<file path="src/ucrm_pkg.sv">
// Purpose: Shared constants and helpers for the serial channel register map
// Assumes: Eight-bit registers, three-bit offset, one channel per instance
// Notes: Bank selection and extended-field gating helpers live here
package ucrm_pkg;

	// Register offsets
	localparam logic [2:0] OFS_HOLD = 3'h0;
	localparam logic [2:0] OFS_INT_EN = 3'h1;
	localparam logic [2:0] OFS_STAT_FIFO = 3'h2;
	localparam logic [2:0] OFS_LINE_CTL = 3'h3;
	localparam logic [2:0] OFS_MODEM_CTL = 3'h4;
	localparam logic [2:0] OFS_LINE_STAT = 3'h5;
	localparam logic [2:0] OFS_MODEM_STAT = 3'h6;
	localparam logic [2:0] OFS_SCRATCH = 3'h7;

	// Field positions
	localparam int DIV_ACCESS_BIT = 7;
	localparam int ENH_UNLOCK_BIT = 4;
	localparam int FIFO_EN_BIT = 0;
	localparam int RX_RST_BIT = 1;
	localparam int TX_RST_BIT = 2;

	// Extended field masks
	localparam logic [7:0] INT_EN_EXT_MASK = 8'hF0;
	localparam logic [7:0] STAT_EXT_MASK = 8'h30;
	localparam logic [7:0] FIFO_EXT_MASK = 8'h30;
	localparam logic [7:0] MODEM_EXT_MASK = 8'hE0;
	localparam logic [7:0] FRAC_USED_MASK = 8'h3F;
	localparam logic [7:0] FIFO_PULSE_MASK = 8'h06;

	// Special values
	localparam logic [7:0] ENHANCED_KEY = 8'hBF;
	localparam logic [7:0] RESET_BYTE = 8'h00;
	localparam logic [7:0] IDLE_BYTE = 8'h00;

	// Synchroniser depth
	localparam int SYNC_STAGES = 2;

	typedef enum {BANK_NORMAL, BANK_DIVISOR, BANK_ENHANCED} ucrm_bank_t;

	function automatic ucrm_bank_t ucrm_bank_of(input logic [7:0] line_ctl);
		if (line_ctl == ENHANCED_KEY) begin
			return BANK_ENHANCED;
		end else if (line_ctl[DIV_ACCESS_BIT]) begin
			return BANK_DIVISOR;
		end
		return BANK_NORMAL;
	endfunction : ucrm_bank_of

	// Clears the extended bits of a byte when they are locked
	function automatic logic [7:0] ucrm_gate(input logic [7:0] value, input logic [7:0] mask, input logic unlocked);
		return unlocked ? value : (value & ~mask);
	endfunction : ucrm_gate

endpackage : ucrm_pkg

</file>
<file path="src/ucrm_sync.sv">
// Purpose: Two-flop synchroniser for pin-level inputs
// Assumes: Inputs are levels from outside the sys_clk domain
// Notes: First stage is read only by the second stage
`timescale 1ns/100ps
`default_nettype none
module ucrm_sync #(
	parameter int WIDTH = 1,
	parameter logic [WIDTH-1:0] INIT = '0
) (
	input wire logic sys_clk,
	input wire logic resetn,
	input wire logic [WIDTH-1:0] async_in,
	output logic [WIDTH-1:0] sync_out
);
	logic [WIDTH-1:0] meta;
	logic [WIDTH-1:0] next_meta;
	logic [WIDTH-1:0] next_sync_out;

	always_comb begin
		next_meta = resetn ? async_in : INIT;
		next_sync_out = resetn ? meta : INIT;
	end

	always_ff @(posedge sys_clk) begin
		meta <= next_meta;
		sync_out <= next_sync_out;
	end
endmodule : ucrm_sync
`default_nettype wire

</file>
<file path="src/ucrm_bus_port.sv">
// Purpose: Turns the asynchronous host strobes into one-cycle access pulses
// Assumes: Address and data settle before the strobe ends
// Notes: Writes take effect at the trailing edge of the write strobe
`timescale 1ns/100ps
`default_nettype none
module ucrm_bus_port (
	input wire logic sys_clk,
	input wire logic resetn,
	input wire logic chan_sel_n,
	input wire logic ior_n,
	input wire logic iow_n,
	input wire logic [2:0] addr,
	input wire logic [7:0] data_in,
	output logic rd_start,
	output logic rd_active,
	output logic wr_pulse,
	output logic [2:0] acc_addr,
	output logic [7:0] acc_data
);
	import ucrm_pkg::*;

	logic [13:0] pins_s;
	logic sel_q;
	logic iow_q;
	logic [2:0] addr_q;
	logic [7:0] data_q;
	logic next_rd_start;
	logic next_rd_active;
	logic next_wr_pulse;
	logic [2:0] next_acc_addr;
	logic [7:0] next_acc_data;

	// Strobes idle high so reset does not fake an access
	ucrm_sync #(.WIDTH(14), .INIT(14'h0007)) u_sync (
		.sys_clk(sys_clk),
		.resetn(resetn),
		.async_in({addr, data_in, iow_n, ior_n, chan_sel_n}),
		.sync_out(pins_s)
	);

	always_comb begin
		next_rd_active = ~pins_s[0] & ~pins_s[1];
		next_rd_start = next_rd_active & ~rd_active;
		// Trailing edge: address and data have had the whole strobe to settle
		next_wr_pulse = sel_q & ~iow_q & pins_s[2];
		next_acc_addr = next_wr_pulse ? addr_q : pins_s[13:11];
		next_acc_data = data_q;
		if (!resetn) begin
			next_rd_active = 1'b0;
			next_rd_start = 1'b0;
			next_wr_pulse = 1'b0;
			next_acc_addr = OFS_HOLD;
			next_acc_data = RESET_BYTE;
		end
	end

	always_ff @(posedge sys_clk) begin
		sel_q <= resetn & ~pins_s[0];
		iow_q <= resetn ? pins_s[2] : 1'b1;
		addr_q <= pins_s[13:11];
		data_q <= pins_s[10:3];
		rd_start <= next_rd_start;
		rd_active <= next_rd_active;
		wr_pulse <= next_wr_pulse;
		acc_addr <= next_acc_addr;
		acc_data <= next_acc_data;
	end
endmodule : ucrm_bus_port
`default_nettype wire

</file>
<file path="src/ucrm_regs.sv">
// Purpose: Register file and bank decode for one serial channel
// Assumes: Status inputs come from channel logic on sys_clk
// Notes: All outputs are registered; pulses last one cycle
`timescale 1ns/100ps
`default_nettype none
module ucrm_regs (
	input wire logic sys_clk,
	input wire logic resetn,
	input wire logic chan_sel_n,
	input wire logic [2:0] addr,
	input wire logic ior_n,
	input wire logic iow_n,
	input wire logic [7:0] data_in,
	output logic [7:0] data_out,
	output logic data_oe,
	input wire logic [7:0] rx_holding,
	input wire logic [3:0] int_source,
	input wire logic pause_int_flag,
	input wire logic handshake_int_flag,
	input wire logic [7:0] line_status,
	input wire logic [3:0] modem_delta,
	input wire logic [3:0] modem_state,
	output logic rx_read_pulse,
	output logic tx_load_pulse,
	output logic [7:0] tx_holding,
	output logic line_status_read_pulse,
	output logic modem_status_read_pulse,
	output logic rx_fifo_reset,
	output logic tx_fifo_reset,
	output logic [7:0] interrupt_enable,
	output logic [7:0] fifo_control,
	output logic [7:0] line_control,
	output logic [7:0] modem_control,
	output logic [7:0] scratch_pad,
	output logic [7:0] divisor_low,
	output logic [7:0] divisor_high,
	output logic [7:0] divisor_fraction,
	output logic [7:0] enhanced_function,
	output logic [7:0] resume_char_1,
	output logic [7:0] resume_char_2,
	output logic [7:0] pause_char_1,
	output logic [7:0] pause_char_2
);
	import ucrm_pkg::*;

	logic rd_start;
	logic rd_active;
	logic wr_pulse;
	logic [2:0] acc_addr;
	logic [7:0] acc_data;
	ucrm_bank_t bank;
	logic unlocked;
	logic [7:0] status_value;
	logic [7:0] read_value;

	logic [7:0] next_data_out;
	logic next_data_oe;
	logic next_rx_read_pulse;
	logic next_tx_load_pulse;
	logic [7:0] next_tx_holding;
	logic next_lstat_read;
	logic next_mstat_read;
	logic next_rx_fifo_reset;
	logic next_tx_fifo_reset;
	logic [7:0] next_int_en;
	logic [7:0] next_fifo_ctl;
	logic [7:0] next_line_ctl;
	logic [7:0] next_modem_ctl;
	logic [7:0] next_scratch;
	logic [7:0] next_div_low;
	logic [7:0] next_div_high;
	logic [7:0] next_div_frac;
	logic [7:0] next_enh_func;
	logic [7:0] next_resume_1;
	logic [7:0] next_resume_2;
	logic [7:0] next_pause_1;
	logic [7:0] next_pause_2;
	logic next_unlocked;

	// Only this channel's select reaches the access logic
	ucrm_bus_port u_port (
		.sys_clk(sys_clk),
		.resetn(resetn),
		.chan_sel_n(chan_sel_n),
		.ior_n(ior_n),
		.iow_n(iow_n),
		.addr(addr),
		.data_in(data_in),
		.rd_start(rd_start),
		.rd_active(rd_active),
		.wr_pulse(wr_pulse),
		.acc_addr(acc_addr),
		.acc_data(acc_data)
	);

	always_comb begin
		bank = ucrm_bank_of(line_control);
		unlocked = enhanced_function[ENH_UNLOCK_BIT];
		status_value = {{2{fifo_control[FIFO_EN_BIT]}}, handshake_int_flag, pause_int_flag, int_source};
		status_value = ucrm_gate(status_value, STAT_EXT_MASK, unlocked);
	end

	// Read decode
	always_comb begin
		read_value = IDLE_BYTE;
		unique case (acc_addr)
			OFS_HOLD: begin
				if (bank == BANK_NORMAL) begin
					read_value = rx_holding;
				end else begin
					read_value = divisor_low;
				end
			end
			OFS_INT_EN: begin
				if (bank == BANK_NORMAL) begin
					read_value = interrupt_enable;
				end else begin
					read_value = divisor_high;
				end
			end
			OFS_STAT_FIFO: begin
				if (bank == BANK_NORMAL) begin
					read_value = status_value;
				end else if (bank == BANK_ENHANCED) begin
					read_value = enhanced_function;
				end else if (unlocked) begin
					read_value = divisor_fraction;
				end
			end
			OFS_LINE_CTL: read_value = line_control;
			OFS_MODEM_CTL: read_value = (bank == BANK_ENHANCED) ? resume_char_1 : modem_control;
			OFS_LINE_STAT: begin
				if (bank == BANK_ENHANCED) begin
					read_value = resume_char_2;
				end else if (bank == BANK_NORMAL) begin
					read_value = line_status;
				end
			end
			OFS_MODEM_STAT: begin
				if (bank == BANK_ENHANCED) begin
					read_value = pause_char_1;
				end else if (bank == BANK_NORMAL) begin
					read_value = {modem_state, modem_delta};
				end
			end
			OFS_SCRATCH: read_value = (bank == BANK_ENHANCED) ? pause_char_2 : scratch_pad;
		endcase
	end

	// Bus answer and read side effects
	always_comb begin
		next_data_oe = rd_active;
		next_data_out = rd_active ? read_value : data_out;
		next_rx_read_pulse = rd_start & (bank == BANK_NORMAL) & (acc_addr == OFS_HOLD);
		next_lstat_read = rd_start & (bank == BANK_NORMAL) & (acc_addr == OFS_LINE_STAT);
		next_mstat_read = rd_start & (bank == BANK_NORMAL) & (acc_addr == OFS_MODEM_STAT);
		if (!resetn) begin
			next_data_oe = 1'b0;
			next_data_out = RESET_BYTE;
			next_rx_read_pulse = 1'b0;
			next_lstat_read = 1'b0;
			next_mstat_read = 1'b0;
		end
	end

	// Write decode
	always_comb begin
		next_tx_load_pulse = 1'b0;
		next_tx_holding = tx_holding;
		next_rx_fifo_reset = 1'b0;
		next_tx_fifo_reset = 1'b0;
		next_int_en = interrupt_enable;
		next_fifo_ctl = fifo_control;
		next_line_ctl = line_control;
		next_modem_ctl = modem_control;
		next_scratch = scratch_pad;
		next_div_low = divisor_low;
		next_div_high = divisor_high;
		next_div_frac = divisor_fraction;
		next_enh_func = enhanced_function;
		next_resume_1 = resume_char_1;
		next_resume_2 = resume_char_2;
		next_pause_1 = pause_char_1;
		next_pause_2 = pause_char_2;
		if (wr_pulse) begin
			unique case (acc_addr)
				OFS_HOLD: begin
					if (bank == BANK_NORMAL) begin
						next_tx_holding = acc_data;
						next_tx_load_pulse = 1'b1;
					end else begin
						next_div_low = acc_data;
					end
				end
				OFS_INT_EN: begin
					if (bank == BANK_NORMAL) begin
						next_int_en = ucrm_gate(acc_data, INT_EN_EXT_MASK, unlocked);
					end else begin
						next_div_high = acc_data;
					end
				end
				OFS_STAT_FIFO: begin
					if (bank == BANK_NORMAL) begin
						// Reset bits are actions, not state
						next_fifo_ctl = ucrm_gate(acc_data & ~FIFO_PULSE_MASK, FIFO_EXT_MASK, unlocked);
						next_rx_fifo_reset = acc_data[RX_RST_BIT];
						next_tx_fifo_reset = acc_data[TX_RST_BIT];
					end else if (bank == BANK_ENHANCED) begin
						next_enh_func = acc_data;
					end else if (unlocked) begin
						next_div_frac = acc_data & FRAC_USED_MASK;
					end
				end
				OFS_LINE_CTL: next_line_ctl = acc_data;
				OFS_MODEM_CTL: begin
					if (bank == BANK_ENHANCED) begin
						next_resume_1 = acc_data;
					end else begin
						next_modem_ctl = ucrm_gate(acc_data, MODEM_EXT_MASK, unlocked);
					end
				end
				OFS_LINE_STAT: begin
					// Line status is owned by the receiver; host writes here only load resume_char_2 in the enhanced bank
					if (bank == BANK_ENHANCED) begin
						next_resume_2 = acc_data;
					end
				end
				OFS_MODEM_STAT: begin
					if (bank == BANK_ENHANCED) begin
						next_pause_1 = acc_data;
					end
				end
				OFS_SCRATCH: begin
					if (bank == BANK_ENHANCED) begin
						next_pause_2 = acc_data;
					end else begin
						next_scratch = acc_data;
					end
				end
			endcase
		end
		// Locking again drops any extended setting so it cannot linger unseen
		next_unlocked = next_enh_func[ENH_UNLOCK_BIT];
		next_int_en = ucrm_gate(next_int_en, INT_EN_EXT_MASK, next_unlocked);
		next_fifo_ctl = ucrm_gate(next_fifo_ctl, FIFO_EXT_MASK, next_unlocked);
		next_modem_ctl = ucrm_gate(next_modem_ctl, MODEM_EXT_MASK, next_unlocked);
		next_div_frac = next_unlocked ? next_div_frac : RESET_BYTE;
		if (!resetn) begin
			next_tx_load_pulse = 1'b0;
			next_tx_holding = RESET_BYTE;
			next_rx_fifo_reset = 1'b0;
			next_tx_fifo_reset = 1'b0;
			next_int_en = RESET_BYTE;
			next_fifo_ctl = RESET_BYTE;
			next_line_ctl = RESET_BYTE;
			next_modem_ctl = RESET_BYTE;
			next_scratch = RESET_BYTE;
			next_div_low = RESET_BYTE;
			next_div_high = RESET_BYTE;
			next_div_frac = RESET_BYTE;
			next_enh_func = RESET_BYTE;
			next_resume_1 = RESET_BYTE;
			next_resume_2 = RESET_BYTE;
			next_pause_1 = RESET_BYTE;
			next_pause_2 = RESET_BYTE;
		end
	end

	always_ff @(posedge sys_clk) begin
		data_out <= next_data_out;
		data_oe <= next_data_oe;
		rx_read_pulse <= next_rx_read_pulse;
		line_status_read_pulse <= next_lstat_read;
		modem_status_read_pulse <= next_mstat_read;
	end

	always_ff @(posedge sys_clk) begin
		tx_load_pulse <= next_tx_load_pulse;
		tx_holding <= next_tx_holding;
		rx_fifo_reset <= next_rx_fifo_reset;
		tx_fifo_reset <= next_tx_fifo_reset;
		interrupt_enable <= next_int_en;
		fifo_control <= next_fifo_ctl;
		line_control <= next_line_ctl;
		modem_control <= next_modem_ctl;
		scratch_pad <= next_scratch;
		divisor_low <= next_div_low;
		divisor_high <= next_div_high;
		divisor_fraction <= next_div_frac;
		enhanced_function <= next_enh_func;
		resume_char_1 <= next_resume_1;
		resume_char_2 <= next_resume_2;
		pause_char_1 <= next_pause_1;
		pause_char_2 <= next_pause_2;
	end
endmodule : ucrm_regs
`default_nettype wire

</file>
<file path="config.mk">
export PLATFORM = sky130hd
export DESIGN_NAME = ucrm_regs
export DESIGN_NICKNAME = d
export VERILOG_FILES = /design/src/ucrm_pkg.sv /design/src/ucrm_sync.sv /design/src/ucrm_bus_port.sv /design/src/ucrm_regs.sv
export SDC_FILE = /design/constraint.sdc
export NUM_CORES = 1
export LEC_CHECK = 0
export BUFFER_PORTS_ARGS = -buffer_cell sky130_fd_sc_hd__buf_2
export CORE_MARGIN = 8
export CORE_UTILIZATION = 57
export CTS_CLUSTER_DIAMETER = 120
export DETAILED_ROUTE_END_ITERATION = 12
export PLACE_DENSITY = 0.82
export SETUP_SLACK_MARGIN = 0.02
export SLEW_MARGIN = 25
export SYNTH_ARGS = -nofsm -noshare
export SYNTH_HDL_FRONTEND = slang
export SYNTH_SLANG_ARGS = --single-unit
</file>
<file path="constraint.sdc">
create_clock -name sys_clk -period 4.9 [get_ports sys_clk]
set_input_delay 0.98 -clock sys_clk [delete_from_list [all_inputs] [get_ports sys_clk]]
set_output_delay 0.98 -clock sys_clk [all_outputs]
set_load 0.01 [all_outputs]
</file>
==> metrics, run 1 <==
setup repair bufs after CTS=0; critical-path maximum fanout=19; number of DRC markers after the initial detailed-route iteration=861; nets=975; Register-to-Register Path Depth=5; post-cts repair resize count=0; HP Start=u_port.u_sync.sync_out[7]$_SDFF_PN0_; switching share of power=0.214; vertical die dimension=127 um; Arr. time, crit path=3380 ps; Achievable Freq=0.324 GHz; total power of the final layout=0.00297 W; number of search-and-repair iterations in the first detailed-routing pass=5; clock tree from TritonCTS=yes; leakage power figure=3.72 nW; average size of a mapped cell=8.87 um2; launching element of the worst setup path=u_port.wr_pulse$_SDFF_PN0_; largest registers=u_port.u_sync.meta (14), u_port.u_sync.sync_out (14); most frequent cells in the layout=sky130_fd_sc_hd__dfxtp_1, sky130_fd_sc_hd__buf_2, sky130_fd_sc_hd__nand2_1; Seq/Total Area, Yosys=0.503; register bit total from synthesis=178; # port buffers=168; diode insertion count for antenna repair=0; nature of the critical path endpoint=flop; number of placed instances with taps included=1,078; aggregate negative setup slack=0 ps; Final Core Density=0.705; Starting Density=0.587; die extent in x=127 um; Worst-Margin Slew=1020 ps; number of rows in the core area=40; initial antenna violation count=0; fraction of layout instances using a drive strength above 1=0.242; CTS buffer count=17; global-route usage over all layers=0.262; number of global-route vias before repair=6,095; startpoint class of the critical path=flop; total power density per cell area=349 nW/um2; Final Max Slew Viols=0; portion of total power attributed to combinational logic=0.028; total of max-cap violations=0; primary flip-flop cell chosen by synthesis mapping=sky130_fd_sc_hd__dfxtp_1; global route total overflow=0; remaining antenna violation count after routing=0; CTS clk-pin slew, worst paths=70 ps; Syn Inst Count=798; RR Startpoint=u_port.wr_pulse$_SDFF_PN0_; final standard cell count with taps included and fillers excluded=1,110; fill cell instance count of the final layout=949; final routed DRC violation total=0; largest cells by area after synthesis=sky130_fd_sc_hd__dfxtp_1, sky130_fd_sc_hd__nand2_1, sky130_fd_sc_hd__mux2i_1, sky130_fd_sc_hd__a21oi_1, sky130_fd_sc_hd__nor2_1; Data required, critical path=5200 ps; count of unique library cells instantiated by Yosys=65; sequential power share=0.499; P_int=0.00233 W; wire length per cell=19.7 um; CTS Root Buffer Type=sky130_fd_sc_hd__clkbuf_16; core footprint=12,100 um2; multi-input combinational cell area=3170 um2; netlist area before placement=7080 um2; fin crit period=3080 ps; last element of the critical path=divisor_fraction[5]$_SDFFE_PN0P_; count of warnings emitted by yosys=0; H-tree levels=4; Routed WL=21.9 mm; worst slew slack as a fraction of its limit=0.312; Hold Buf Count CTS=0; placement-stage worst setup slack=1940 ps; Yosys top cell by area=sky130_fd_sc_hd__dfxtp_1; total count of hold-check failures in the final report=0; Tcrit/Tclk final=0.629; maximum vdd ir drop=295 uV; maximum clock insertion buffer count=2; setup repair after global routing missed its margin=no; result of the run=complete, no violations; power spent charging and discharging nets=0.000635 W; detailed placement HPWL=14.9 mm; weighted congestion at the end of routability-driven global placement=0.914; synthesis-to-finish area growth=20.2%; Die ar.=16,200 um2; clock network fraction of total power=0.473; number of flops mapped to enable cells by yosys=0; Setup WS post-layout=1820 ps; first-pass GRT wire length=33.1 mm; start-to-end type of the worst setup path=reg -> reg; area share of the largest cell type after synthesis=0.503; clk_lat worst skew=440 ps; most common cell after layout, fill and taps aside=sky130_fd_sc_hd__dfxtp_1; num ports=173; maximum number of pins on one net before global-route repair=54; total setup violations reported at the end of the flow=0; count of vias placed by the detailed router=6,563; type of the tightest min-delay check=reg -> reg; end of the worst register-to-register path=divisor_fraction[5]$_SDFFE_PN0P_; FF-to-FF setup slack=1820 ps; drt via density=5.91; fraction of registers with async set or reset after synthesis=0; Max Clock Skew=6.37 ps; Reg area=3560 um2; CTS sink cnt=178
-- worst min-delay path by stage --
stage / to / slack, ps / cells after the start
3_3_place_gp: u_port.data_q[5]$_DFF_P_ / 310 / 0
4_1_cts: u_port.data_q[4]$_DFF_P_ / 320 / 0
2_1_floorplan: u_port.data_q[0]$_DFF_P_ / 310 / 0
5_1_grt: u_port.data_q[0]$_DFF_P_ / 340 / 0
6_report: u_port.data_q[4]$_DFF_P_ / 320 / 0
3_5_place_dp: u_port.data_q[3]$_DFF_P_ / 310 / 0
-- kinds of logic (layout without fill, tap and decap cells) --
kind of cell | count (synthesis) | count (layout) | share of synthesized area
AND/OR/NAND/NOR | 324 | 324 | 0.224
other | 1 | 4 | 0.000530
buffers and inverters | 77 | 218 | 0.0504
AO/OA/AOI/OAI | 165 | 165 | 0.143
multiplexers | 53 | 53 | 0.0790
flip-flops | 178 | 178 | 0.503
-- cell usage after synthesis, types with 2 or more instances --
library cell,number
sky130_fd_sc_hd__a211o_1,3
sky130_fd_sc_hd__nor4_1,2
sky130_fd_sc_hd__o21ai_0,20
sky130_fd_sc_hd__and3_1,6
sky130_fd_sc_hd__mux2_2,3
sky130_fd_sc_hd__clkbuf_1,33
sky130_fd_sc_hd__mux2i_1,48
sky130_fd_sc_hd__buf_2,26
sky130_fd_sc_hd__nor2_1,66
sky130_fd_sc_hd__nor3_1,9
sky130_fd_sc_hd__a31oi_1,14
sky130_fd_sc_hd__a221o_1,4
sky130_fd_sc_hd__nor3b_1,3
sky130_fd_sc_hd__mux4_2,2
sky130_fd_sc_hd__nor2b_1,3
sky130_fd_sc_hd__buf_4,5
sky130_fd_sc_hd__nand2_1,135
sky130_fd_sc_hd__inv_1,7
sky130_fd_sc_hd__o211ai_1,2
sky130_fd_sc_hd__nor4b_1,2
sky130_fd_sc_hd__o22ai_1,4
sky130_fd_sc_hd__nand3_1,31
sky130_fd_sc_hd__a32oi_1,2
sky130_fd_sc_hd__buf_6,2
sky130_fd_sc_hd__buf_1,3
sky130_fd_sc_hd__and2_1,33
sky130_fd_sc_hd__or3_1,2
sky130_fd_sc_hd__o311ai_0,3
sky130_fd_sc_hd__dfxtp_1,178
sky130_fd_sc_hd__a21oi_1,80
sky130_fd_sc_hd__nor3_4,2
sky130_fd_sc_hd__nand4_1,2
sky130_fd_sc_hd__nand2b_1,11
sky130_fd_sc_hd__a22oi_1,11
sky130_fd_sc_hd__o31ai_1,2
sky130_fd_sc_hd__nand4_2,2
sky130_fd_sc_hd__a311oi_1,4
sky130_fd_sc_hd__nand3b_1,3
sky130_fd_sc_hd__a22o_1,4
-- layout make-up --
class / count / area share
flip-flops and latches: 178 / 0.419
inverters: 7 / 0.00309
multi-input cells: 546 / 0.373
well taps: 168 / 0.0247
clock buffers: 22 / 0.0546
repair buffers: 179 / 0.109
clock inverters: 10 / 0.0176
-- per-stage QoR --
step | cell area (um2) | hold WS (ps)
final | 8510 | 324
after global routing | 8510 | 337
after CTS | 8510 | 324
after detailed placement | 7890 | 312
after global placement | 7890 | 311
after floorplan | 7090 | 310
-- routing by layer --
metal  global-route usage  part of all wire  up-vias
li1                     -                 -     3004
met1                0.301              0.37     3032
met2                0.405              0.45      445
met3               0.0994              0.13       82
met4                0.166             0.046        0
met5                    0                 0        -
-- worst max-delay path: stages (launching register included) --
cell and delay, ps:
sky130_fd_sc_hd__dfxtp_1 780, sky130_fd_sc_hd__nand4bb_1 470, sky130_fd_sc_hd__nor3_2 710, sky130_fd_sc_hd__mux2_2 410, sky130_fd_sc_hd__nand2_1 460, sky130_fd_sc_hd__nor2_1 110
-- power by group through the flow --
stage          Clock [W]  Combinational (W)  Sequential, W
6_report         0.00140          0.0000830        0.00148
5_1_grt          0.00147          0.0000895        0.00148
4_1_cts          0.00141          0.0000812        0.00148
3_5_place_dp           0          0.0000806        0.00151
3_3_place_gp           0          0.0000795        0.00151
2_1_floorplan          0          0.0000539        0.00150
(Power assumes the default switching activity.)
==> run 2: changes to the inputs <==
- CORE_UTILIZATION: 57 -> 48
- PLACE_DENSITY: 0.82 -> 0.74
- clock period: 4.9 -> 2.8 ns (I/O delays scaled with it)
==> run 2 against run 1 <==
  * Utilization decreased by 11 points
  * Non-clock buffer count increased by 14
  * Combinational power increased by 77%
  * Largest cell class unchanged
  * Largest power group unchanged
  * Highest routed layer unchanged
==> metrics, run 2 (synthesis results as in run 1) <==
Max Clock Skew=6.68 ps; Register-to-Register Path Depth=6; H-tree levels=4; setup repair after global routing missed its margin=no; Routed WL=22.7 mm; end of the worst register-to-register path=data_out[3]$_SDFFE_PN0P_; type of the tightest min-delay check=in -> reg; weighted congestion at the end of routability-driven global placement=0.927; most frequent cells in the layout=sky130_fd_sc_hd__dfxtp_1, sky130_fd_sc_hd__buf_2, sky130_fd_sc_hd__nand2_1; worst-path cell with the longest stage delay=sky130_fd_sc_hd__buf_4; remaining antenna violation count after routing=0; number of search-and-repair iterations in the first detailed-routing pass=5; global-route usage over all layers=0.235; Achievable Freq=0.439 GHz; post-cts repair resize count=0; RR Startpoint=line_control[7]$_SDFFE_PN0P_; total power density per cell area=593 nW/um2; start-to-end type of the worst setup path=reg -> reg; number of DRC markers after the initial detailed-route iteration=679; maximum clock insertion buffer count=2; Tcrit/Tclk final=0.813; num ports=173; kind of cell with the highest combined delay on the critical path=compound AO/OA/AOI/OAI gates; launching element of the worst setup path=line_control[7]$_SDFFE_PN0P_; first-pass GRT wire length=33.9 mm; detailed placement HPWL=16.0 mm; last element of the critical path=data_out[3]$_SDFFE_PN0P_; total count of hold-check failures in the final report=0; CTS buffer count=17; maximum number of pins on one net before global-route repair=65; total setup violations reported at the end of the flow=0; CTS clk-pin slew, worst paths=70 ps; # port buffers=168; critical-path maximum fanout=43; worst slew slack as a fraction of its limit=0.372; total of max-cap violations=0; final routed DRC violation total=0; Stages on worst setup path=6; Starting Density=0.489; Arr. time, crit path=2570 ps; result of the run=complete, no violations; setup repair bufs after CTS=0; clock tree from TritonCTS=yes; worst hold margin=316 ps; clk_lat worst skew=420 ps; number of rows in the core area=44; max incr delay on CP=460 ps; Critical Path, Cell by Cell=buf_4 -> nand2b_1 -> a2bb2oi_1 -> o22ai_1 -> a311oi_1 -> a31oi_1; leakage power figure=3.79 nW; initial antenna violation count=0; Data required, critical path=3100 ps; Hold Buf Count CTS=0; core footprint=14,500 um2; wire length per cell=19.9 um; largest registers=u_port.u_sync.meta (14), u_port.u_sync.sync_out (14); die extent in x=137 um; aggregate negative setup slack=0 ps; global route total overflow=0; maximum vdd ir drop=445 uV; number of global-route vias before repair=5,973; nature of the critical path endpoint=flop; fraction of layout instances using a drive strength above 1=0.254; diode insertion count for antenna repair=0; fin crit period=2280 ps; CTS Root Buffer Type=sky130_fd_sc_hd__clkbuf_16; nets=989; CTS sink cnt=178; buffering stage count on the worst path with inverters included=1; drt via density=5.64; Worst-Margin Slew=938 ps; startpoint class of the critical path=flop; Final Max Slew Viols=0; most common cell after layout, fill and taps aside=sky130_fd_sc_hd__dfxtp_1; synthesis-to-finish area growth=21.8%; count of vias placed by the detailed router=6,431; vertical die dimension=137 um; Die ar.=18,900 um2; FF-to-FF setup slack=520 ps
run 2: area by class of cell:
class / count / area (um2)
multi-input cells: 546 / 3170
fillers: 1325 / 5860
inverters: 7 / 26.3
repair buffers: 193 / 1040
clock inverters: 13 / 148
well taps: 184 / 230
clock buffers: 19 / 443
flip-flops and latches: 178 / 3560
run 2: per-stage QoR:
stage	power [W]	area, um2	utilization	worst slack [ps]	cells
floorplan	0.00272	7090	-	1070	801
global placement	0.00279	8030	0.555	613	1108
detailed placement	0.00279	8030	0.555	566	1108
CTS	0.00513	8620	0.595	564	1140
global route	0.00525	8620	0.595	376	1140
finish	0.00511	8620	0.595	525	1140
run 2: per-layer routing:
layer | part of all wire | track usage | wire length (um) | vias to the layer above
met5 | 0 | 0 | 0 | -
met4 | 0.024 | 0.0923 | 537 | 0
met3 | 0.11 | 0.0682 | 2570 | 44
met2 | 0.47 | 0.382 | 10800 | 358
met1 | 0.39 | 0.288 | 8840 | 3007
li1 | - | - | - | 3022
run 2: power breakdown:
group / switching, W / leakage [nW] / internal, W
clock: 0.00102 / 0.283 / 0.00135
sequential: 0.0000290 / 1.44 / 0.00256
combinational: 0.0000884 / 2.07 / 0.0000587
run 2: worst reg2reg max path, cell delays in order (launching register included):
cell	delay (ps)
sky130_fd_sc_hd__dfxtp_1	380
sky130_fd_sc_hd__buf_4	460
sky130_fd_sc_hd__nand2b_1	390
sky130_fd_sc_hd__a2bb2oi_1	220
sky130_fd_sc_hd__o22ai_1	120
sky130_fd_sc_hd__a311oi_1	440
sky130_fd_sc_hd__a31oi_1	140
run 2: how the worst min path moves through the flow:
| stage | from | to | cells after the start | slack, ps |
|---|---|---|---|---|
| 2_1_floorplan | u_port.u_sync.sync_out[3]$_SDFF_PN0_ | u_port.data_q[0]$_DFF_P_ | 0 | 310 |
| 5_1_grt | chan_sel_n | u_port.u_sync.meta[0]$_SDFF_PN1_ | 2 | 330 |
| 6_report | chan_sel_n | u_port.u_sync.meta[0]$_SDFF_PN1_ | 2 | 320 |
| 4_1_cts | chan_sel_n | u_port.u_sync.meta[0]$_SDFF_PN1_ | 2 | 310 |
| 3_5_place_dp | u_port.u_sync.sync_out[5]$_SDFF_PN0_ | u_port.data_q[2]$_DFF_P_ | 0 | 310 |
| 3_3_place_gp | u_port.u_sync.sync_out[10]$_SDFF_PN0_ | u_port.data_q[7]$_DFF_P_ | 0 | 310 |
